--- src/rtl/ccdh_defines.svh ---
`ifndef CCDH_DEFINES_SVH
`define CCDH_DEFINES_SVH

// Edge grid
`define CCDH_POSITIONS 48
`define CCDH_QUAD_SIZE 12
`define CCDH_CODE_W 6
`define CCDH_POS_W 6
`define CCDH_LAST_POS 6'h2f
`define CCDH_FIRST_POS 6'h00
`define CCDH_QUAD_LSB 4
`define CCDH_OFFS_MAX 4'hb

// Drive code widths
`define CCDH_HDRV_W 4
`define CCDH_RGDRV_W 3
`define CCDH_HLDRV_W 3

// Blanking windows
`define CCDH_WINDOWS 3
`define CCDH_WIN_IDX_W 2
`define CCDH_WIN_DONE 2'h3

// Edge channels: clock A, reset gate one, reset gate two
`define CCDH_CHANNELS 3
`define CCDH_CH_CLKA 0
`define CCDH_CH_RG1 1
`define CCDH_CH_RG2 2

`endif

--- src/rtl/ccdh_pkg.sv ---
`include "ccdh_defines.svh"

package ccdh_pkg;

  // Polarity and edge codes of one programmable edge channel
  typedef struct packed {
    logic pol;
    logic [`CCDH_CODE_W-1:0] rise;
    logic [`CCDH_CODE_W-1:0] fall;
  } ccdh_edge_cfg_s;

  // One blanking window, in pixels from the line start
  typedef struct packed {
    logic [11:0] start;
    logic [11:0] stop;
  } ccdh_win_s;

  // Drive strength codes held for the output drivers
  typedef struct packed {
    logic [`CCDH_HDRV_W-1:0] horiz;
    logic [`CCDH_RGDRV_W-1:0] reset_gate;
    logic [`CCDH_HLDRV_W-1:0] last_horiz;
  } ccdh_drive_s;

  // Quadrant mapping: upper two bits pick a group of 12, lower four the offset
  function automatic logic ccdh_code_hits(input logic [`CCDH_CODE_W-1:0] code,
                                          input logic [`CCDH_POS_W-1:0] pos);
    logic [`CCDH_POS_W-1:0] base;
    logic [`CCDH_POS_W-1:0] full;
    base = 6'(code[`CCDH_CODE_W-1:`CCDH_QUAD_LSB] * `CCDH_QUAD_SIZE);
    full = base + {2'h0, code[`CCDH_QUAD_LSB-1:0]};
    // Offsets 12..15 name no position and never fire
    ccdh_code_hits = (code[`CCDH_QUAD_LSB-1:0] <= `CCDH_OFFS_MAX) && (full == pos);
  endfunction

endpackage

--- src/rtl/ccdh_edge_chan.sv ---
`timescale 1ns/1ps
`default_nettype none

`include "ccdh_defines.svh"

module ccdh_edge_chan
  import ccdh_pkg::*;
(
  // Clock and reset
  input wire logic sys_clk,
  input wire logic sys_rst,
  // Grid position and settings
  input wire logic [`CCDH_POS_W-1:0] pos,
  input var ccdh_edge_cfg_s cfg,
  // Edge output after polarity
  output logic level_out
);

  typedef struct packed {
    logic level;
    logic out;
  } ccdh_chan_st_s;

  ccdh_chan_st_s st_r;
  ccdh_chan_st_s st_nxt;

  // Set at the rising code, clear at the falling code; rise wins a tie
  always_comb
  begin
    st_nxt = st_r;
    if (ccdh_code_hits(cfg.rise, pos))
      st_nxt.level = 1'b1;
    else if (ccdh_code_hits(cfg.fall, pos))
      st_nxt.level = 1'b0;
    st_nxt.out = st_nxt.level ^ cfg.pol;
  end

  always_ff @(posedge sys_clk or posedge sys_rst)
  begin
    if (sys_rst)
      st_r <= '0;
    else
      st_r <= st_nxt;
  end

  assign level_out = st_r.out;

endmodule

`default_nettype wire

--- src/rtl/ccdh_timing_core.sv ---
`timescale 1ns/1ps
`default_nettype none

`include "ccdh_defines.svh"

// Notes on behaviour
// - Clock A and both reset gates are inverted when their polarity bit is 1 and passed straight when it is 0.
// - The rising edge of clock A and of each reset gate sits at the grid position its 6-bit code selects.
// - The falling edge of clock A and of each reset gate sits at the position its own 6-bit code selects.
// - The reference and data sampling strobes fire at the positions given by their own 6-bit codes.
// - A 4-bit drive code 0 to 15 is held for the four horizontal clock drivers.
// - A 3-bit drive code 0 to 7 is held for the reset gate driver.
// - A 3-bit drive code 0 to 7 is held for the last horizontal clock driver.
// - Each blanking window is given only by a start toggle and an end toggle position.
// - During blanking with the mask level high, clock A is forced high and clock B low.
// - Up to three blanking windows are supported in each line.
// - Windows are processed in order within a line, window 0 first, then 1, then 2.
// - Clock B is always the complement of clock A.
// - Each pixel period is split into 48 equal edge positions on which every edge and sample lies.
// - Edge codes map by quadrant: upper two bits pick a group of 12, lower four bits 0 to 11 the place in it.
module ccdh_timing_core
  import ccdh_pkg::*;
#(
  parameter int PIX_W = 12
)
(
  // Clock and reset
  input wire logic sys_clk,
  input wire logic sys_rst,
  // Line start, one-cycle pulse from same-clock logic
  input wire logic line_start,
  // Edge and sample settings
  input var ccdh_edge_cfg_s [`CCDH_CHANNELS-1:0] edge_cfg,
  input wire logic [`CCDH_CODE_W-1:0] ref_sample_loc,
  input wire logic [`CCDH_CODE_W-1:0] data_sample_loc,
  // Drive settings
  input var ccdh_drive_s drive_cfg,
  // Blanking settings
  input var ccdh_win_s [`CCDH_WINDOWS-1:0] blank_win,
  input wire logic blank_mask_level,
  // Sensor clocks
  output logic horiz_clock_a,
  output logic horiz_clock_b,
  output logic last_horiz_clock,
  output logic reset_gate_one,
  output logic reset_gate_two,
  // Sampling strobes
  output logic ref_level_strobe,
  output logic data_level_strobe,
  // Status and held drive codes
  output logic horiz_blanking,
  output logic [`CCDH_POS_W-1:0] edge_position,
  output var ccdh_drive_s drive_code
);

  // Pipeline: a grid position stands in the state register for one cycle.
  // Reset gates and strobes answer at the next edge from their own registers.
  // Clock A answers one edge later, since it picks between its channel and the
  // mask level in a register of its own; clock B is its complement in the same
  // register, so the two phases can never overlap on the sensor.

  // All state of the core outside the edge channels lives in one register
  typedef struct packed {
    logic [`CCDH_POS_W-1:0] pos;
    logic [PIX_W-1:0] pix;
    logic [`CCDH_WIN_IDX_W-1:0] win;
    logic blank;
    logic clk_a;
    logic clk_b;
    logic ref_stb;
    logic data_stb;
    ccdh_drive_s drive;
  } ccdh_core_st_s;

  // Registered state and its next value
  ccdh_core_st_s st_r;
  ccdh_core_st_s st_nxt;
  logic [`CCDH_CHANNELS-1:0] chan_out;

  // Window match flags, one per window, and the pick of the current one
  logic [`CCDH_WINDOWS-1:0] start_hit;
  logic [`CCDH_WINDOWS-1:0] stop_hit;
  logic win_live;
  logic win_start_hit;
  logic win_stop_hit;

  // Grid markers and next-value helpers
  logic pos_wrap;
  logic pix_boundary;
  logic ref_hit;
  logic data_hit;
  logic clk_a_src;

  // One edge generator per programmable channel
  generate
    for (genvar ch = 0; ch < `CCDH_CHANNELS; ch++)
    begin : g_chan
      ccdh_edge_chan u_chan (
        .sys_clk(sys_clk),
        .sys_rst(sys_rst),
        .pos(st_r.pos),
        .cfg(edge_cfg[ch]),
        .level_out(chan_out[ch])
      );
    end
  endgenerate

  // Grid markers shared by the counters and the window checks
  assign pos_wrap = (st_r.pos == `CCDH_LAST_POS);
  assign pix_boundary = (st_r.pos == `CCDH_FIRST_POS);

  // Every window's toggles meet the pixel count at once; only the
  // low PIX_W bits of a toggle take part, so PIX_W may not exceed 12
  generate
    for (genvar w = 0; w < `CCDH_WINDOWS; w++)
    begin : g_win
      assign start_hit[w] = (st_r.pix == blank_win[w].start[PIX_W-1:0]);
      assign stop_hit[w] = (st_r.pix == blank_win[w].stop[PIX_W-1:0]);
    end
  endgenerate

  // Only the window in turn may toggle; index 3 means all are spent
  always_comb
  begin
    win_live = (st_r.win != `CCDH_WIN_DONE);
    win_start_hit = 1'b0;
    win_stop_hit = 1'b0;
    if (win_live)
    begin
      win_start_hit = start_hit[st_r.win];
      win_stop_hit = stop_hit[st_r.win];
    end
  end

  // Strobes decode the position held now, so they answer one edge later
  assign ref_hit = ccdh_code_hits(ref_sample_loc, st_r.pos);
  assign data_hit = ccdh_code_hits(data_sample_loc, st_r.pos);

  // During blanking the mask level stands in for the clock A channel
  assign clk_a_src = st_r.blank ? blank_mask_level : chan_out[`CCDH_CH_CLKA];

  // Grid counter, pixel counter, blanking sequencer and output shaping
  always_comb
  begin
    st_nxt = st_r;
    // Each sys_clk cycle is one edge position; 48 make a pixel
    if (pos_wrap)
    begin
      st_nxt.pos = `CCDH_FIRST_POS;
      st_nxt.pix = st_r.pix + 1'b1;
    end
    else
      st_nxt.pos = st_r.pos + 1'b1;

    // Windows are checked only at a pixel boundary, so one window at a time;
    // a start and its own stop can never act in the same pixel
    if (pix_boundary)
    begin
      if (!st_r.blank && win_live && win_start_hit)
        st_nxt.blank = 1'b1;
      else if (st_r.blank && win_stop_hit)
      begin
        st_nxt.blank = 1'b0;
        // Advance to the next window; unordered toggles simply never match
        st_nxt.win = st_r.win + 1'b1;
      end
    end

    // A new line restarts the grid and rearms window 0, over whatever the sequencer chose
    if (line_start)
    begin
      st_nxt.pos = `CCDH_FIRST_POS;
      st_nxt.pix = '0;
      st_nxt.win = '0;
      st_nxt.blank = 1'b0;
    end

    // B is the complement of the same next value, so the phases flip on one edge
    st_nxt.clk_a = clk_a_src;
    st_nxt.clk_b = ~st_nxt.clk_a;

    // Strobes and drive codes are only registered on the way out
    st_nxt.ref_stb = ref_hit;
    st_nxt.data_stb = data_hit;
    st_nxt.drive = drive_cfg;
  end

  // Reset parks the window index at spent, so nothing blanks before the first line start
  always_ff @(posedge sys_clk or posedge sys_rst)
  begin
    if (sys_rst)
    begin
      st_r <= '0;
      st_r.win <= `CCDH_WIN_DONE;
      st_r.clk_b <= 1'b1;
    end
    else
      st_r <= st_nxt;
  end

  // Sensor clocks; the last-clock driver pin carries clock A
  assign horiz_clock_a = st_r.clk_a;
  assign horiz_clock_b = st_r.clk_b;
  assign last_horiz_clock = st_r.clk_a;

  // Reset gates leave their channel registers directly, an edge ahead of clock A
  assign reset_gate_one = chan_out[`CCDH_CH_RG1];
  assign reset_gate_two = chan_out[`CCDH_CH_RG2];

  // Sampling strobes, one cycle each
  assign ref_level_strobe = st_r.ref_stb;
  assign data_level_strobe = st_r.data_stb;

  // Status and held drive codes
  assign horiz_blanking = st_r.blank;
  assign edge_position = st_r.pos;
  assign drive_code = st_r.drive;

endmodule

`default_nettype wire

--- config.mk ---
export PLATFORM = sky130hd
export DESIGN_NAME = ccdh_timing_core
export DESIGN_NICKNAME = d
export VERILOG_FILES = /design/src/rtl/ccdh_pkg.sv /design/src/rtl/ccdh_edge_chan.sv /design/src/rtl/ccdh_timing_core.sv
export VERILOG_INCLUDE_DIRS = /design/src /design/src/rtl
export SDC_FILE = /design/constraint.sdc
export NUM_CORES = 1
export LEC_CHECK = 0
export BUFFER_PORTS_ARGS = -buffer_cell sky130_fd_sc_hd__buf_2
export CAP_MARGIN = 20
export CORE_MARGIN = 2
export CORE_UTILIZATION = 39
export DETAILED_ROUTE_END_ITERATION = 16
export PLACE_DENSITY = 0.77
export SLEW_MARGIN = 20
export SYNTH_ARGS = -nofsm -noshare
export SYNTH_HDL_FRONTEND = slang
export SYNTH_HIERARCHICAL = 1
export SYNTH_SLANG_ARGS = --single-unit
--- constraint.sdc ---
create_clock -name sys_clk -period 2.1 [get_ports sys_clk]
set_clock_uncertainty 0.1 [all_clocks]
set_input_delay 0.42 -clock sys_clk [delete_from_list [all_inputs] [get_ports sys_clk]]
set_output_delay 0.42 -clock sys_clk [all_outputs]
set_load 0.01 [all_outputs]
==> results of run 1 <==
## power by group through the flow
stage                     logic (uW)  registers (uW)  clock network, uW
after floorplan                  586             979                  0
after global placement           896             949                  0
after detailed placement         938             952                  0
after CTS                        959             935                540
after global routing            1070             944                573
final                            971             933                512
## per-stage QoR
stage	std cells	hold WS, ns
6_report	760	0.1336
2_1_floorplan	435	0.06118
5_1_grt	760	0.1094
4_1_cts	760	0.1165
3_5_place_dp	748	0.2292
3_3_place_gp	748	0.2224
## registers in the layout, summed over array words and instances, names as in the netlist
name,count
edge_position,6
g_chan.u_chan/level_out,3
horiz_clock_b,1
horiz_clock_a,1
data_level_strobe,1
drive_code,10
g_chan.u_chan/st_r,3
ref_level_strobe,1
horiz_blanking,1
st_r,14
## layer usage
metal	vias to the layer above	part of all wire	track usage
li1	1798	-	-
met1	1699	0.42	0.2303
met2	131	0.51	0.3388
met3	18	0.056	0.02331
met4	0	0.016	0.03938
met5	-	0	0
## cell families after synthesis
family	Yosys count
and+or+nand+nor	103
adders and majority gates	44
DFF	41
buffers and inverters	63
AOI/OAI and AO/OA	36
xor gates and xnor gates	145
muxes	3
## cell usage in the layout, fill, tap and decap left out, types with 16 or more instances in the layout
cell | synthesis | routed
buf_2 | 2 | 156
xnor2_1 | 78 | 75
xor2_1 | 62 | 60
buf_4 | 19 | 49
dfrtp_1 | 38 | 34
ha_1 | 36 | 31
nor2_1 | 21 | 21
inv_1 | 26 | 20
nand4_1 | 16 | 16
a21oi_1 | 16 | 16
## what timing repair did
item | in CTS | in global routing
endpoints found under the hold margin | 6 | 0
setup endpoints to repair | 5 | 7
gates resized for setup | 8 | 21
pin swaps | 9 | 2
setup buffers | 3 | 0
hold buffers | 1 | 0
## critical path: stages, from the launching register on
cell	delay (ns)
dfrtp_2	0.48
buf_6	0.15
xor2_2	0.14
nor4_2	0.27
buf_4	0.17
a41oi_4	0.11
a311oi_4	0.28
buf_4	0.18
mux2i_1	0.19
## worst paths after layout
path	start	to	slack (ns)	depth (start not counted)
min	drive_cfg[9]	drive_code[9]	0.13	1
max reg2reg	st_r[19]	st_r[16]	-0.05	8
min reg2reg	g_chan[0].u_chan/level_out	horiz_clock_b	0.32	1
min in group asynchronous	sys_rst	g_chan[1].u_chan/st_r[1]	0.48	3
max	st_r[19]	st_r[16]	-0.05	8
max in group asynchronous	sys_rst	st_r[16]	0.62	4
## final cells by class
| class | count | area (um2) | area share |
|---|---|---|---|
| Tap cell | 140 | 175.2 | 0.03072 |
| Inverter | 26 | 112.6 | 0.01975 |
| Sequential cell | 41 | 1035 | 0.1814 |
| Multi-Input combinational cell | 331 | 3019 | 0.5294 |
| Clock buffer | 5 | 68.82 | 0.01207 |
| Timing Repair Buffer | 214 | 1275 | 0.2236 |
| Clock inverter | 3 | 17.52 | 0.003072 |
==> run summary, run 1 <==
FFs w/ async S/R, synth - 1.000
Drt pass-1 iters - 6
Post-synthesis compound-gate area fraction - 0.08165
Post-detail-place hpwl - 9071 um
Critical path launch point type - register
Clock tree from TritonCTS - yes
Max_cap viols - 0
Cell Area, Synth - 4275 um2
CP required - 2.21 ns
Initial antenna violation count - 0
Worst min path class - in -> reg
Reg clk slew, reported paths - 0.08 ns
Drt wl/cell - 14.51 um
Post-synth EDFFs - 0
Clock Sinks - 41
Setup tns final - -0.06178 ns
Die area - 11820 um2
Leak - 0.002757 uW
Post-synthesis simple-gate area fraction - 0.1296
Slew Limit Fails - 0
Fmax - 464.4 MHz
DP Worst Slack - -0.3773 ns
Total Routing Usage GR - 0.1845
Top cells by count, synth - xnor2_1 (78), xor2_1 (62), dfrtp_1 (38), ha_1 (36), inv_1 (26)
Syn Inst Count - 435
Status - complete, but fails checks
Core area - 10750 um2
First-pass GRT wire length - 17280 um
CTS Buffer Depth - 2
TritonCTS Buffers - 5
Final Util - 0.5307
Worst setup margin - -0.05341 ns
Die height - 108.7 um
H-tree depth - 2
Fraction of layout instances using a drive strength above 1 - 0.4355
Synth area leaders - dfrtp_1 (22%), xnor2_1 (16%), xor2_1 (13%)
DR DRC count - 0
CP endpoint kind - register
Synth-to-Final Area Change - 33.39%
Placed cell area - 5438 um2
Via-to-Cell Ratio - 4.797
Antenna-violating nets left - 0
Total Wirelength - 11030 um
Most frequent cell after synthesis - xnor2_1
GP Congestion - 0.8646
1st-iter DRT viols - 145
Adder and majority gate portion of the synthesized area - 0.1428
Internal - 1642 uW
FP Rows - 38
Slew of the pin with the lowest slew margin - 0.5595 ns
Combinational share of power - 0.402
Worst EP arrival - 2.27 ns
Boundary Pins - 161
#FFs+latches synth - 41
Relative slew slack - 0.6266
Initial Util - 0.3979
Psw - 774.2 uW
Max Fanout on Critical Path - 5
Setup CP Type - reg -> reg
Overflow after GRT - 0
Clk_lat worst skew - 0.29 ns
Via count - 3646
Post-layout instance area - 5703 um2
Yosys warns - 6
Fillers - 967
Share of the synthesized area in the top cell type - 0.2224
Violated checks - setup timing
Vias in the first global route - 3726
Mapped Avg Cell Area - 9.828 um2
Most used DFF post-synth - dfrtp_1
Final Setup Violations - 2
Xor/xnor share of the synthesized area - 0.3102
Distinct cell type count after synthesis - 43
NumNets Final - 800
Die extent in x - 108.7 um
Total power - 2416 uW
Largest family of logic cells by synthesized area - XOR/XNOR gates
P per Cell Area - 423.6 nW/um2
Sw Share - 0.3205
Seq pwr share - 0.386
Post-synthesis net count - 616
Final Hold Vio Count - 0
Yosys top cell by area - dfrtp_1
Largest net degree at the start of global routing - 25
Port buffer count - 160
Clock root cell - clkbuf_8
Power share of the clock group - 0.212
Sequential area share after synthesis - 0.2409
Post-layout min period - 2.153 ns
RSZ-0062 raised after global routing - true
Proportion of synthesized area in mux cells - 0.008194
Peak supply drop - 0.2794 mV
Tcrit/Tclk final - 1.025
N_diodes - 0
Power figures use the tool's default switching activity.
==> run 2: changes to the inputs <==
--- a/config.mk
+++ b/config.mk
@@ -8,6 +8,7 @@
 export LEC_CHECK = 0
 export BUFFER_PORTS_ARGS = -buffer_cell sky130_fd_sc_hd__buf_2
 export CAP_MARGIN = 20
+export CORE_ASPECT_RATIO = 0.5
 export CORE_MARGIN = 2
 export CORE_UTILIZATION = 39
 export DETAILED_ROUTE_END_ITERATION = 16
==> run 2 against run 1 <==
The flow still finishes with violations (setup timing). Via count rose by 0.85%. Global-route usage up 1.0 points. Flip-flop and latch count stayed put. Fmax is 1.4% higher. Non-clock buffer count up 3. Critical endpoint unchanged.
==> run summary, run 2 (same netlist as run 1, synthesis figures left out) <==
Status - complete, but fails checks
Violated checks - setup timing
Post-detail-place hpwl - 9399 um
Setup CP Type - reg -> reg
Psw - 822.2 uW
DP Worst Slack - -0.3819 ns
Crit path depth - 8
Worst setup margin - -0.02315 ns
NumNets Final - 803
Crit path buffers/inverters - 3
FP Rows - 26
Setup tns final - -0.02315 ns
WHS - 0.1393 ns
Reg clk slew, reported paths - 0.06 ns
Largest net degree at the start of global routing - 36
Die extent in x - 152.1 um
CP most frequent cell - buf_4
DR DRC count - 0
Placed cell area - 5433 um2
Leak - 0.002800 uW
CTS Buffer Depth - 2
TritonCTS Buffers - 5
Via-to-Cell Ratio - 4.819
Seq pwr share - 0.349
Fmax - 471.0 MHz
Drt wl/cell - 15.11 um
Final Setup Violations - 1
H-tree depth - 2
Combinational share of power - 0.362
Via count - 3677
1st-iter DRT viols - 153
Final Hold Vio Count - 0
Most common cell after layout, fill and taps aside - buf_2
Crit-path max cell delay - 0.38 ns
Total Wirelength - 11530 um
Fraction of layout instances using a drive strength above 1 - 0.4446
Most frequent cells in the layout - buf_2 (156), xnor2_1 (75), xor2_1 (61)
Tcrit/Tclk final - 1.011
P per Cell Area - 469.6 nW/um2
Worst min path class - in -> reg
Die height - 78.04 um
Die area - 11870 um2
GP Congestion - 0.8303
Internal - 1897 uW
Post-layout instance area - 5791 um2
Vias in the first global route - 3963
Initial Util - 0.4094
Drt pass-1 iters - 4
Peak supply drop - 0.3361 mV
Worst EP arrival - 2.24 ns
Antenna-violating nets left - 0
Clock Sinks - 41
Worst r2r path cells - 8
Slew Limit Fails - 0
Core area - 10440 um2
CP endpoint kind - register
Hold Path Stages - 1
Max_cap viols - 0
Overflow after GRT - 0
Boundary Pins - 161
Clk_lat worst skew - 0.28 ns
Final Util - 0.5545
Max FFs per register - 14
Synth-to-Final Area Change - 35.44%
Relative slew slack - 0.6913
Total Routing Usage GR - 0.1946
Cell family with most CP delay - buffers and inverters
N_diodes - 0
Sw Share - 0.3024
First-pass GRT wire length - 18640 um
Max Fanout on Critical Path - 2
Post-layout min period - 2.123 ns
Slowest CP cell - dfrtp_1
Slew of the pin with the lowest slew margin - 0.4631 ns
Critical path launch point type - register
RSZ-0062 raised after global routing - true
Port buffer count - 160
Clock tree from TritonCTS - yes
Clock root cell - clkbuf_16
Initial antenna violation count - 0
CP required - 2.21 ns
Worst-path cell chain - buf_6 -> xor2_2 -> nor4_2 -> buf_4 -> nand4_1 -> a311oi_4 -> buf_4 -> mux2i_1
Most flop-heavy register - st_r
Power share of the clock group - 0.289
run 2: cell count changes in the layout (fill, tap and decap cells not counted), sizes merged:
cell    previous run  this run
buf              213       216
clkinv             2         0
clkbuf             5         7
run 2: per-layer routing:
| metal | track usage | wire length (um) |
|---|---|---|
| met3 | 0.03313 | 554 |
| met4 | 0.04860 | 184 |
| met5 | 0 | 0 |
| met2 | 0.3694 | 5903 |
| met1 | 0.2311 | 4888 |
run 2: final timing paths:
check                                           start                  endpoint  slack, ns
setup / recovery                             st_r[27]                  st_r[16]      -0.02
hold / removal                           drive_cfg[2]             drive_code[2]       0.14
setup reg to reg                             st_r[27]                  st_r[16]      -0.02
hold reg to reg            g_chan[0].u_chan/level_out             horiz_clock_b       0.38
max in group asynchronous                     sys_rst                  st_r[19]       0.81
min in group asynchronous                     sys_rst  g_chan[0].u_chan/st_r[1]       0.47
run 2: area by class of cell:
type	instances	area [um2]
Fill cell	921	4652
Multi-Input combinational cell	331	3039
Timing Repair Buffer	217	1272
Sequential cell	41	1036
Tap cell	140	175.2
Clock buffer	7	142.6
Inverter	26	117.6
Clock inverter	1	7.507
run 2: power groups by stage:
stage | clock [uW] | sequential (uW) | combinational [uW]
floorplan | 0 | 979 | 586
global placement | 0 | 957 | 896
detailed placement | 0 | 961 | 935
CTS | 808 | 948 | 947
global route | 842 | 961 | 1090
finish | 786 | 948 | 985
run 2: worst reg2reg max path, stage by stage (launching register included):
cell	delay, ns
dfrtp_1	0.38
buf_6	0.13
xor2_2	0.14
nor4_2	0.26
buf_4	0.16
nand4_1	0.15
a311oi_4	0.37
buf_4	0.18
mux2i_1	0.17
run 2: timing repair:
item | CTS | global route
endpoints found under the hold margin | 6 | 0
pin swaps | 7 | 6
resized for setup | 13 | 23
setup buffers | 2 | 3
gates cloned | 0 | 0
setup endpoints to repair | 6 | 8
hold buffers | 1 | 0
run 2: stage by stage:
stage               total power [uW]  instances
floorplan                       1565        435
global placement                1854        749
detailed placement              1896        749
CTS                             2704        760
global route                    2894        763
finish                          2719        763
==> run 3: changes to the inputs <==
--- a/config.mk
+++ b/config.mk
@@ -10,9 +10,9 @@
 export CAP_MARGIN = 20
 export CORE_ASPECT_RATIO = 0.5
 export CORE_MARGIN = 2
-export CORE_UTILIZATION = 39
+export CORE_UTILIZATION = 45
 export DETAILED_ROUTE_END_ITERATION = 16
-export PLACE_DENSITY = 0.77
+export PLACE_DENSITY = 0.86
 export SLEW_MARGIN = 20
 export SYNTH_ARGS = -nofsm -noshare
 export SYNTH_HDL_FRONTEND = slang
==> constraint.sdc (replaced) <==
create_clock -name sys_clk -period 2.1 [get_ports sys_clk]
set_clock_uncertainty 0.1 [all_clocks]
set_input_delay 0.42 -clock sys_clk [delete_from_list [all_inputs] [get_ports sys_clk]]
set_output_delay 0.42 -clock sys_clk [all_outputs]
set_load 0.005 [all_outputs]
==> run 3 against run 2 <==
The run still ends with setup timing left. Cell count decreased by 3.5%. Cell area decreased by 1.5%. Clock power increased by 14%. Non-clock buffer count is 8 lower. Die area fell by 13%. Routed wire length is 4.2% lower. Global-route usage rose by 2.5 points. Register-to-register slack worse by 0.06 ns. Highest routed layer unchanged. Largest power group is now registers. Fmax shrank 2.9%.
==> run summary, run 3 (same netlist as run 1, synthesis figures left out) <==
Status - complete, but fails checks
Violated checks - setup timing
Reg2reg start - st_r[23]
Power share of the clock group - 0.322
1st-iter DRT viols - 80
Setup tns final - -0.1977 ns
Drt wl/cell - 15.01 um
Reg2reg setup slack - -0.09 ns
Max_cap viols - 0
Core area - 9353 um2
Most frequent cells in the layout - buf_2 (156), xnor2_1 (74), xor2_1 (61)
Fmax - 457.4 MHz
NumNets Final - 795
CP required - 2.21 ns
Drt pass-1 iters - 4
Worst EP arrival - 2.30 ns
Antenna-violating nets left - 0
DR DRC count - 0
H-tree depth - 2
WHS - 0.1442 ns
Initial antenna violation count - 0
Vias in the first global route - 3957
P per Cell Area - 487.7 nW/um2
Max FFs per register - 14
Crit path depth - 7
Cell family with most CP delay - simple AND/OR/NAND/NOR gates
Post-layout min period - 2.186 ns
Via-to-Cell Ratio - 4.906
Crit path buffers/inverters - 2
Setup crit start - st_r[23]
CTS Buffer Depth - 2
N_diodes - 0
Initial Util - 0.4571
Leak - 0.002770 uW
Total Routing Usage GR - 0.2197
Final Hold Vio Count - 0
Worst min path class - in -> reg
Port buffer count - 160
Die extent in x - 141.8 um
Setup CP Type - reg -> reg
Tcrit/Tclk final - 1.041
Clk_lat worst skew - 0.28 ns
Boundary Pins - 161
Relative slew slack - 0.6916
Most common cell after layout, fill and taps aside - buf_2
Combinational share of power - 0.339
FP Rows - 25
First-pass GRT wire length - 18060 um
Synth-to-Final Area Change - 33.36%
Reg clk slew, reported paths - 0.06 ns
Slew of the pin with the lowest slew margin - 0.4625 ns
Psw - 778.8 uW
Slowest CP cell - or4_4
Most flop-heavy register - st_r
Sw Share - 0.2801
Total power - 2781 uW
Die area - 10340 um2
Via count - 3611
Peak supply drop - 0.2938 mV
Clock Sinks - 41
Worst setup margin - -0.08648 ns
TritonCTS Buffers - 5
GP Congestion - 0.8367
Seq pwr share - 0.340
Total Wirelength - 11050 um
DP Worst Slack - -0.3767 ns
Crit-path max cell delay - 0.46 ns
Critical path launch point type - register
Slew Limit Fails - 0
RSZ-0062 raised after global routing - true
Internal - 2002 uW
Fraction of layout instances using a drive strength above 1 - 0.4293
Clock tree from TritonCTS - yes
Die height - 72.93 um
Overflow after GRT - 0
R2R Path End - st_r[16]
Max Fanout on Critical Path - 2
Worst r2r path cells - 7
Post-detail-place hpwl - 9060 um
End of the critical path - st_r[16]
Clock root cell - clkbuf_16
Final Setup Violations - 3
CP endpoint kind - register
Worst-path cell chain - buf_6 -> xnor2_2 -> nand4_1 -> or4_4 -> a311oi_4 -> buf_4 -> mux2i_1
Largest net degree at the start of global routing - 36
-- run 3: worst min path at each step --
stage | cells past startpoint | end | slack (ns) | startpoint
final | 1 | drive_code[9] | 0.14 | drive_cfg[9]
after global routing | 1 | drive_code[9] | 0.13 | drive_cfg[9]
after CTS | 1 | drive_code[9] | 0.14 | drive_cfg[9]
after detailed placement | 2 | g_chan[1].u_chan/st_r[1] | 0.23 | sys_rst
after global placement | 2 | g_chan[1].u_chan/level_out | 0.23 | sys_rst
after floorplan | 1 | g_chan[0].u_chan/level_out | 0.06 | sys_rst
-- run 3: worst reg2reg max path, stage by stage (launching register included) --
cell	delay, ns
dfrtp_1	0.40
buf_6	0.13
xnor2_2	0.14
nand4_1	0.16
or4_4	0.46
a311oi_4	0.37
buf_4	0.18
mux2i_1	0.17
-- run 3: final cells by class --
class / count / area (um2)
timing repair buffer: 209 / 1212
tap: 121 / 151.4
inverter: 26 / 112.6
multi-input combinational: 331 / 3019
fill: 776 / 3651
sequential: 41 / 1033
clock buffer: 7 / 142.6
clock inverter: 1 / 30.03
-- run 3: per-stage QoR --
| step | utilization | instance area, um2 | cells |
|---|---|---|---|
| floorplan | - | 4347 | 435 |
| global placement | 0.5719 | 5349 | 722 |
| detailed placement | 0.5719 | 5349 | 722 |
| CTS | 0.6039 | 5648 | 736 |
| global route | 0.6096 | 5702 | 736 |
| finish | 0.6096 | 5702 | 736 |
-- run 3: what timing repair did --
item                       CTS  global route
hold endpoints to repair     6             0
setup endpoints to repair    6             9
gates resized for setup     17            11
pin swaps                   11             2
setup buffers                5             0
hold buffers                 1             0
-- run 3: per-layer routing --
| metal | vias up | wire (um) | GRT usage | share of wire |
|---|---|---|---|---|
| met4 | 0 | 155 | 0.06000 | 0.014 |
| met5 | - | 0 | 0 | 0 |
| met1 | 1688 | 4621 | 0.2698 | 0.42 |
| met3 | 15 | 480 | 0.02034 | 0.043 |
| met2 | 120 | 5788 | 0.4202 | 0.52 |
| li1 | 1788 | - | - | - |
-- run 3: power groups by stage --
| stage | combinational (uW) | sequential [uW] | clock, uW |
|---|---|---|---|
| after floorplan | 576 | 962 | 0 |
| after global placement | 863 | 957 | 0 |
| after detailed placement | 908 | 960 | 0 |
| after CTS | 941 | 946 | 921 |
| after global routing | 1050 | 953 | 958 |
| final | 941 | 945 | 894 |
